==> config.mk <==
export PLATFORM = sky130hd
export DESIGN_NAME = sadc_serial_readout
export DESIGN_NICKNAME = d
export VERILOG_FILES = /design/src/rtl/sadc_sample_hold.v /design/src/rtl/sadc_serial_readout.v
export VERILOG_INCLUDE_DIRS = /design/src /design/src/common
export SDC_FILE = /design/constraint.sdc
export NUM_CORES = 1
export LEC_CHECK = 0
export ABC_CLOCK_PERIOD_IN_PS = 2100
export BUFFER_PORTS_ARGS = -buffer_cell sky130_fd_sc_hd__buf_2
export CAP_MARGIN = 20
export CORE_MARGIN = 5
export CORE_UTILIZATION = 55
export DETAILED_ROUTE_END_ITERATION = 10
export HOLD_SLACK_MARGIN = 0.02
export PLACE_DENSITY = 0.78
export SLEW_MARGIN = 0
export SYNTH_ARGS = -nofsm -noshare
export SYNTH_HDL_FRONTEND = slang
export SYNTH_SLANG_ARGS = --single-unit
==> constraint.sdc <==
create_clock -name core_clk -period 2.1 [get_ports core_clk]
set_clock_uncertainty 0.05 [all_clocks]
set_input_delay 0.21 -clock core_clk [delete_from_list [all_inputs] [get_ports core_clk]]
set_output_delay 0.21 -clock core_clk [all_outputs]
set_load 0.01 [all_outputs]
==> src/common/sadc_defs.vh <==
// Constants for the serial readout block of the 12-bit converter.
// Assumes inclusion by every design file that needs frame timing or codes.
`ifndef SADC_DEFS_VH
`define SADC_DEFS_VH
`define SADC_FRAME_LEN   5'd16
`define SADC_LEAD_ZEROS  5'd4
`define SADC_ACQ_CYCLES  5'd3
`define SADC_RES_BITS    4'd12
`define SADC_CNT_W       5
`define SADC_POS_FULL    12'h7ff
`define SADC_NEG_FULL    12'h800
`define SADC_MID_CODE    12'h000
`endif

==> src/rtl/sadc_sample_hold.v <==
// Sample store: holds the captured input code for one conversion.
// Assumes the caller pulses the capture strobe once per conversion start.
`timescale 1ns/1ns
`include "sadc_defs.vh"
module sadc_sample_hold (
  core_clk,
  sys_rst,
  capture,
  din,
  dout
);
  input  wire        core_clk;
  input  wire        sys_rst;
  input  wire        capture;
  input  wire [11:0] din;
  output reg  [11:0] dout;

  // The array is disconnected from the input except in the capture cycle.
  always @(posedge core_clk or posedge sys_rst) begin
    if (sys_rst) begin
      dout <= `SADC_MID_CODE;
    end else if (capture) begin
      dout <= din;
    end
  end
endmodule // sadc_sample_hold

==> src/rtl/sadc_serial_readout.v <==
// Conversion sequencer and serial result readout of a 12-bit differential converter.
// Assumes frame select and serial clock come from a host, asynchronous to core_clk.
// How it works
// RQ1: One conversion and one readout frame take exactly sixteen serial clock cycles.
// RQ2: Host may raise frame select early when fewer than twelve bits are needed.
// RQ3: Result leaves serially on the data output, most significant bit first.
// RQ4: Each output bit is decided during the current conversion, not from an old result.
// RQ5: With frame select still low after a conversion, the next starts at once.
// RQ6: Host captures each output bit on the serial clock rising edge.
// RQ7: Acquisition lasts three serial clock cycles from frame select falling.
// RQ8: Input is sampled at conversion start and disconnected while converting.
// RQ9: Result is 12-bit two's complement, 7ff positive and 800 negative full scale.
// RQ10: First four falling edges shift zeros, next twelve shift result bits.
// RQ11: Output floats and the converter powers down while frame select is high.
// RQ12: Output takes each new bit on the serial clock falling edge.
// RQ13: Frame select rising before edge sixteen aborts; next fall starts anew.
// RQ14: Host counts cycles modulo sixteen to delimit results and drop zeros.
// RQ15: Host treats the first result bit as the sign of the value.
`timescale 1ns/1ns
`include "sadc_defs.vh"
module sadc_serial_readout (
  core_clk,
  sys_rst,
  frame_sel_n,
  sclk,
  ain_code,
  dout_o,
  dout_oe,
  power_down,
  acquiring,
  conv_done
);
  input  wire        core_clk;
  input  wire        sys_rst;
  input  wire        frame_sel_n;
  input  wire        sclk;
  input  wire [11:0] ain_code;
  output reg         dout_o;
  output reg         dout_oe;
  output reg         power_down;
  output reg         acquiring;
  output reg         conv_done;

  localparam ST_IDLE = 1'b0;
  localparam ST_RUN  = 1'b1;

  reg        fs_meta_r;
  reg        fs_sync_r;
  reg        ck_meta_r;
  reg        ck_sync_r;
  reg        ck_prev_r;
  reg        st_r;
  reg        st_nxt;
  reg  [`SADC_CNT_W-1:0] fall_cnt_r;
  reg  [`SADC_CNT_W-1:0] fall_cnt_nxt;
  reg  [11:0] sar_r;
  reg  [11:0] sar_nxt;
  reg        cap_r;
  reg        cap_nxt;
  reg        bit_nxt;
  reg        done_nxt;
  wire [11:0] held_code;
  wire       sclk_fall;
  wire       frame_on;
  wire       frame_wrap;
  wire       lead_phase;
  wire       tap_bit;
  wire [11:0] tap_hit;
  wire [15:0] tap_onehot;
  wire [`SADC_CNT_W-1:0] tap_pos;
  wire [`SADC_CNT_W-1:0] start_cnt;
  reg        oe_nxt;
  reg        pd_nxt;
  reg        acq_nxt;

  // Both pins are foreign to core_clk, so each passes two flops first.
  // Frame select idles high, so its flops reset high and no frame appears out of reset.
  always @(posedge core_clk or posedge sys_rst) begin
    if (sys_rst) begin
      fs_meta_r <= 1'b1;
      fs_sync_r <= 1'b1;
    end else begin
      fs_meta_r <= frame_sel_n;
      fs_sync_r <= fs_meta_r;
    end
  end

  // Only the second and third flops feed edge detection; the first may still be settling.
  // A low reset value can only yield a rising edge, which nothing here acts on.
  always @(posedge core_clk or posedge sys_rst) begin
    if (sys_rst) begin
      ck_meta_r <= 1'b0;
      ck_sync_r <= 1'b0;
      ck_prev_r <= 1'b0;
    end else begin
      ck_meta_r <= sclk;
      ck_sync_r <= ck_meta_r;
      ck_prev_r <= ck_sync_r;
    end
  end

  assign sclk_fall = ck_prev_r & ~ck_sync_r;
  assign frame_on  = ~fs_sync_r;

  // Position decode shared by the sequencer and the status outputs.
  assign frame_wrap = (fall_cnt_r == `SADC_FRAME_LEN); // [RQ1]
  assign lead_phase = (fall_cnt_nxt < `SADC_LEAD_ZEROS); // [RQ7]
  // A frame select that falls while the clock is low stands in for the first falling edge.
  assign start_cnt  = ck_sync_r ? {`SADC_CNT_W{1'b0}} : {{(`SADC_CNT_W-1){1'b0}}, 1'b1};

  // Tap of the bit that the next falling edge emits; counts outside the result
  // window shift the one-hot word out of range, so no tap is selected there.
  assign tap_pos    = (`SADC_FRAME_LEN - {{(`SADC_CNT_W-1){1'b0}}, 1'b1}) - fall_cnt_r;
  assign tap_onehot = 16'h0001 << tap_pos;

  // One gate per result bit. Only the sample captured for this conversion feeds
  // the taps, so no bit of an earlier result can reach the line. [RQ4]
  genvar gi;
  generate
    for (gi = 0; gi < 12; gi = gi + 1) begin : g_tap
      assign tap_hit[gi] = tap_onehot[gi] & held_code[gi]; // [RQ3]
    end
  endgenerate
  assign tap_bit = |tap_hit;

  sadc_sample_hold u_hold (
    .core_clk (core_clk),
    .sys_rst  (sys_rst),
    .capture  (cap_r),
    .din      (ain_code),
    .dout     (held_code)
  );

  // A frame select that falls while the clock is low counts as the first falling edge,
  // so the count starts at one; otherwise the first real falling edge makes it one.
  always @* begin
    st_nxt       = st_r;
    fall_cnt_nxt = fall_cnt_r;
    sar_nxt      = sar_r;
    cap_nxt      = 1'b0;
    bit_nxt      = dout_o;
    done_nxt     = 1'b0;
    case (st_r)
      ST_IDLE: begin
        bit_nxt = 1'b0;
        if (frame_on) begin
          st_nxt       = ST_RUN;
          sar_nxt      = 12'h000;
          fall_cnt_nxt = start_cnt; // [RQ7]
        end
      end
      ST_RUN: begin
        if (!frame_on) begin
          st_nxt = ST_IDLE; // [RQ13]
        end else if (sclk_fall) begin
          if (frame_wrap) begin
            fall_cnt_nxt = {{(`SADC_CNT_W-1){1'b0}}, 1'b1}; // [RQ5] [RQ1]
            bit_nxt      = 1'b0;
          end else begin
            fall_cnt_nxt = fall_cnt_r + {{(`SADC_CNT_W-1){1'b0}}, 1'b1};
            if (fall_cnt_nxt == `SADC_LEAD_ZEROS) begin
              cap_nxt = 1'b1; // [RQ7] [RQ8]
              bit_nxt = 1'b0;
            end else if (fall_cnt_nxt > `SADC_LEAD_ZEROS) begin
              // One trial bit per edge, read from the sample of this conversion.
              bit_nxt = tap_bit; // [RQ3] [RQ4] [RQ9] [RQ10]
              sar_nxt = {sar_r[10:0], bit_nxt};
              if (fall_cnt_nxt == `SADC_FRAME_LEN) begin
                done_nxt = 1'b1; // [RQ1]
              end
            end else begin
              bit_nxt = 1'b0; // [RQ10]
            end
          end
        end
      end
      default: begin
        st_nxt = ST_IDLE;
      end
    endcase
  end

  // Enable and power state follow the synchronised frame select alone, so a frame
  // select that rises mid-conversion floats the line within three core_clk cycles.
  always @* begin
    oe_nxt  = frame_on; // [RQ11]
    pd_nxt  = ~frame_on; // [RQ11]
    acq_nxt = frame_on & lead_phase; // [RQ7]
  end

  always @(posedge core_clk or posedge sys_rst) begin
    if (sys_rst) begin
      st_r       <= ST_IDLE;
      fall_cnt_r <= {`SADC_CNT_W{1'b0}};
      sar_r      <= 12'h000;
      cap_r      <= 1'b0;
      dout_o     <= 1'b0;
      dout_oe    <= 1'b0;
      power_down <= 1'b1;
      acquiring  <= 1'b0;
      conv_done  <= 1'b0;
    end else begin
      st_r       <= st_nxt;
      fall_cnt_r <= fall_cnt_nxt;
      sar_r      <= sar_nxt;
      cap_r      <= cap_nxt;
      dout_o     <= bit_nxt; // [RQ12]
      dout_oe    <= oe_nxt; // [RQ11]
      power_down <= pd_nxt; // [RQ11]
      acquiring  <= acq_nxt; // [RQ7]
      conv_done  <= done_nxt;
    end
  end
endmodule // sadc_serial_readout

==> results_dict.tcl <==
set metrics [dict create \
    syn_to_final_growth_pct 13.80 \
    num_rows 17 \
    crit_start "fall_cnt_r[0]" \
    max_freq_mhz 554.0 \
    min_path_type "in -> reg" \
    worst_pin_slew_ps 466.0 \
    insertion_delay_ps 330 \
    grt.overflow.total 0 \
    reg2reg_from "fall_cnt_r[0]" \
    cp-end-kind "register" \
    status "finished clean" \
    clockBufferDepth 2 \
    required_ps 2260 \
    grt_max_degree 29 \
    viasPerCell 5.660 \
    seq_area_frac_synth 0.5286 \
    io_buffers 20 \
    ys.flop_type "dfrtp_1" \
    worst-path-max-fanout 10 \
    dpl_cell_area_um2 1450 \
    diodes 0 \
    wirelength_mm 2.351 \
    timing.setup.tns_ps 0 \
    cp.arrival_ps 1970 \
    chipHeight_um 59.22 \
    root_buffer "clkbuf_4" \
    core_area_um2 2255 \
    numClockSinks 28 \
    hpwl_mm 1.765 \
    tritoncts "yes" \
    power_uw 981.7 \
    design_area_um2 1516 \
    p_leak_nw 0.7154 \
    syn_avg_cell_area_um2 12.00 \
    slew_viol_final 0 \
    antenna_found_initial 0 \
    detail-route-antenna-nets 0 \
    io_pins 21 \
    synth_fp_nets 132 \
    cts_made_buffers 3 \
    syn_inst 111 \
    setup_viol 0 \
    grt_pass1_vias 927 \
    synthTopCellsByArea "dfrtp_1, mux2_2, dfstp_2, ha_1, inv_1" \
    hold_viol 0 \
    yosysTopAreaCellShare 0.4695 \
    rsz0062_at_grt "no" \
    synth_async_sr_flop_share 1.000 \
    ys_seq_elements 28 \
    synth_area_leader_cell "dfrtp_1" \
    drive_gt1_frac 0.3284 \
    worstSetupPathType "reg -> reg" \
    vdd_drop_max_v 0.0005820 \
    finalCriticalPeriod_ps 1805 \
    num-fill-cells 187 \
    grt_pass1_wl_mm 4.181 \
    final_nets 156 \
    syn_area_um2 1333 \
    die_w_um 59.22 \
    die_area_um2 3507 \
    ys_warn_count 0 \
    synth.distinct_cells 36 \
    cp-start-kind "register" \
    cts_setup_buffers 0 \
    drcViolationCount 0 \
    drv_cap 0 \
    wl_per_cell_um 14.51 \
    grt_use_total 0.1544 \
    h-tree-depth 1 \
    vias 917 \
    slew_headroom 0.6893 \
    drt_pass1_iterations 4 \
    path_clk_slew_ps 150 \
    drt_iter0_markers 25 \
    fin_crit_sh 0.8596 \
    hold_start "ain_code[3]" \
    initial_core_util 0.5910 \
    synth-edff-count 0 \
    gp_congestion 0.8567 \
    hold_slack_ps 45.01 \
    cellPowerDensity_nw_per_um2 647.4 \
]
power by group:
part	switching, mW	total, mW	internal (mW)
sequential	0.0326	0.596	0.563
combinational	0.0674	0.127	0.0596
clock	0.153	0.259	0.106
total	0.253	0.982	0.729
layer usage:
layer / global-route usage / vias to the layer above / wire (um)
li1: - / 447 / -
met1: 0.2127 / 439 / 1066
met2: 0.2465 / 29 / 1144
met3: 0.02179 / 2 / 110
met4: 0.05502 / 0 / 29
met5: 0 / - / 0
registers in the layout, summed over array words and instances (netlist names):
signal,flops
conv_done,1
power_down,1
acquiring,1
ck_prev_r,1
cap_r,1
fall_cnt_r,5
ck_sync_r,1
fs_sync_r,1
dout_o,1
fs_meta_r,1
dout_oe,1
ck_meta_r,1
u_hold.dout,12
repair_timing:
action | in CTS | in global routing
hold endpoints to repair | 27 | 0
hold buffers | 3 | 0
resized for setup | 0 | 0
cell usage in the layout, fill, tap and decap left out, types with 2 or more instances in the layout:
| cell type | synthesis | layout |
|---|---|---|
| xnor2_1 | 3 | 3 |
| o22ai_1 | 2 | 2 |
| nand3b_1 | 3 | 3 |
| o21ai_0 | 3 | 3 |
| buf_2 | 5 | 20 |
| nand2b_1 | 3 | 3 |
| nand3_1 | 5 | 5 |
| a222oi_1 | 2 | 2 |
| ha_1 | 5 | 5 |
| dfrtp_1 | 25 | 25 |
| clkbuf_4 | 0 | 3 |
| inv_1 | 7 | 7 |
| dlygate4sd3_1 | 0 | 3 |
| nand2_1 | 6 | 6 |
| a22oi_1 | 2 | 2 |
| nand4_1 | 2 | 2 |
| dfstp_2 | 3 | 3 |
| mux2_2 | 12 | 12 |
| a21oi_1 | 4 | 4 |
cell families (layout without fill, tap and decap cells):
kind of cell,count (synthesis),in the layout,synth area share
adders and majority gates,5,5,0.04695
xor gates and xnor gates,4,4,0.02630
and+or+nand+nor,28,28,0.1399
muxes,13,13,0.1089
DFF,28,28,0.5286
buffers and inverters,12,35,0.03850
AOI/OAI and AO/OA,21,21,0.1108
layout make-up:
class,instances,area [um^2],share of cell area
clock buffers,4,36.28,0.02393
repair buffers,24,137.6,0.09076
well taps,28,35.03,0.02310
multi-input cells,71,576.8,0.3804
inverters,7,26.28,0.01733
flip-flops and latches,28,704.4,0.4645
final timing paths:
path	slack (ps)	depth (start not counted)	to
setup / recovery	290	6	dout_o
hold / removal	50	2	u_hold.dout[3]
setup reg to reg	290	6	dout_o
hold reg to reg	320	0	ck_sync_r
max in group asynchronous	1290	4	power_down
min in group asynchronous	400	4	u_hold.dout[9]
critical path: stages (launching register included):
cell	delay, ps
dfrtp_1	530
inv_1	100
ha_1	270
a222oi_1	390
nand4_1	140
nand3b_1	110
o32ai_1	100
through the flow:
step	std cells	util	setup WS, ps
global placement	155	0.6432	451.6
finish	162	0.6726	294.8
detailed placement	155	0.6432	281.2
global route	162	0.6726	168.1
CTS	162	0.6726	283.8
floorplan	111	-	513.6
cells in the mapped netlist, types with 2 or more instances:
cell / number
o22ai_1: 2
nand2_1: 6
mux2_2: 12
nand3_1: 5
nand2b_1: 3
xnor2_1: 3
dfrtp_1: 25
buf_2: 5
inv_1: 7
nand4_1: 2
a222oi_1: 2
a21oi_1: 4
nand3b_1: 3
ha_1: 5
a22oi_1: 2
dfstp_2: 3
o21ai_0: 3
Power figures use the tool's default switching activity.
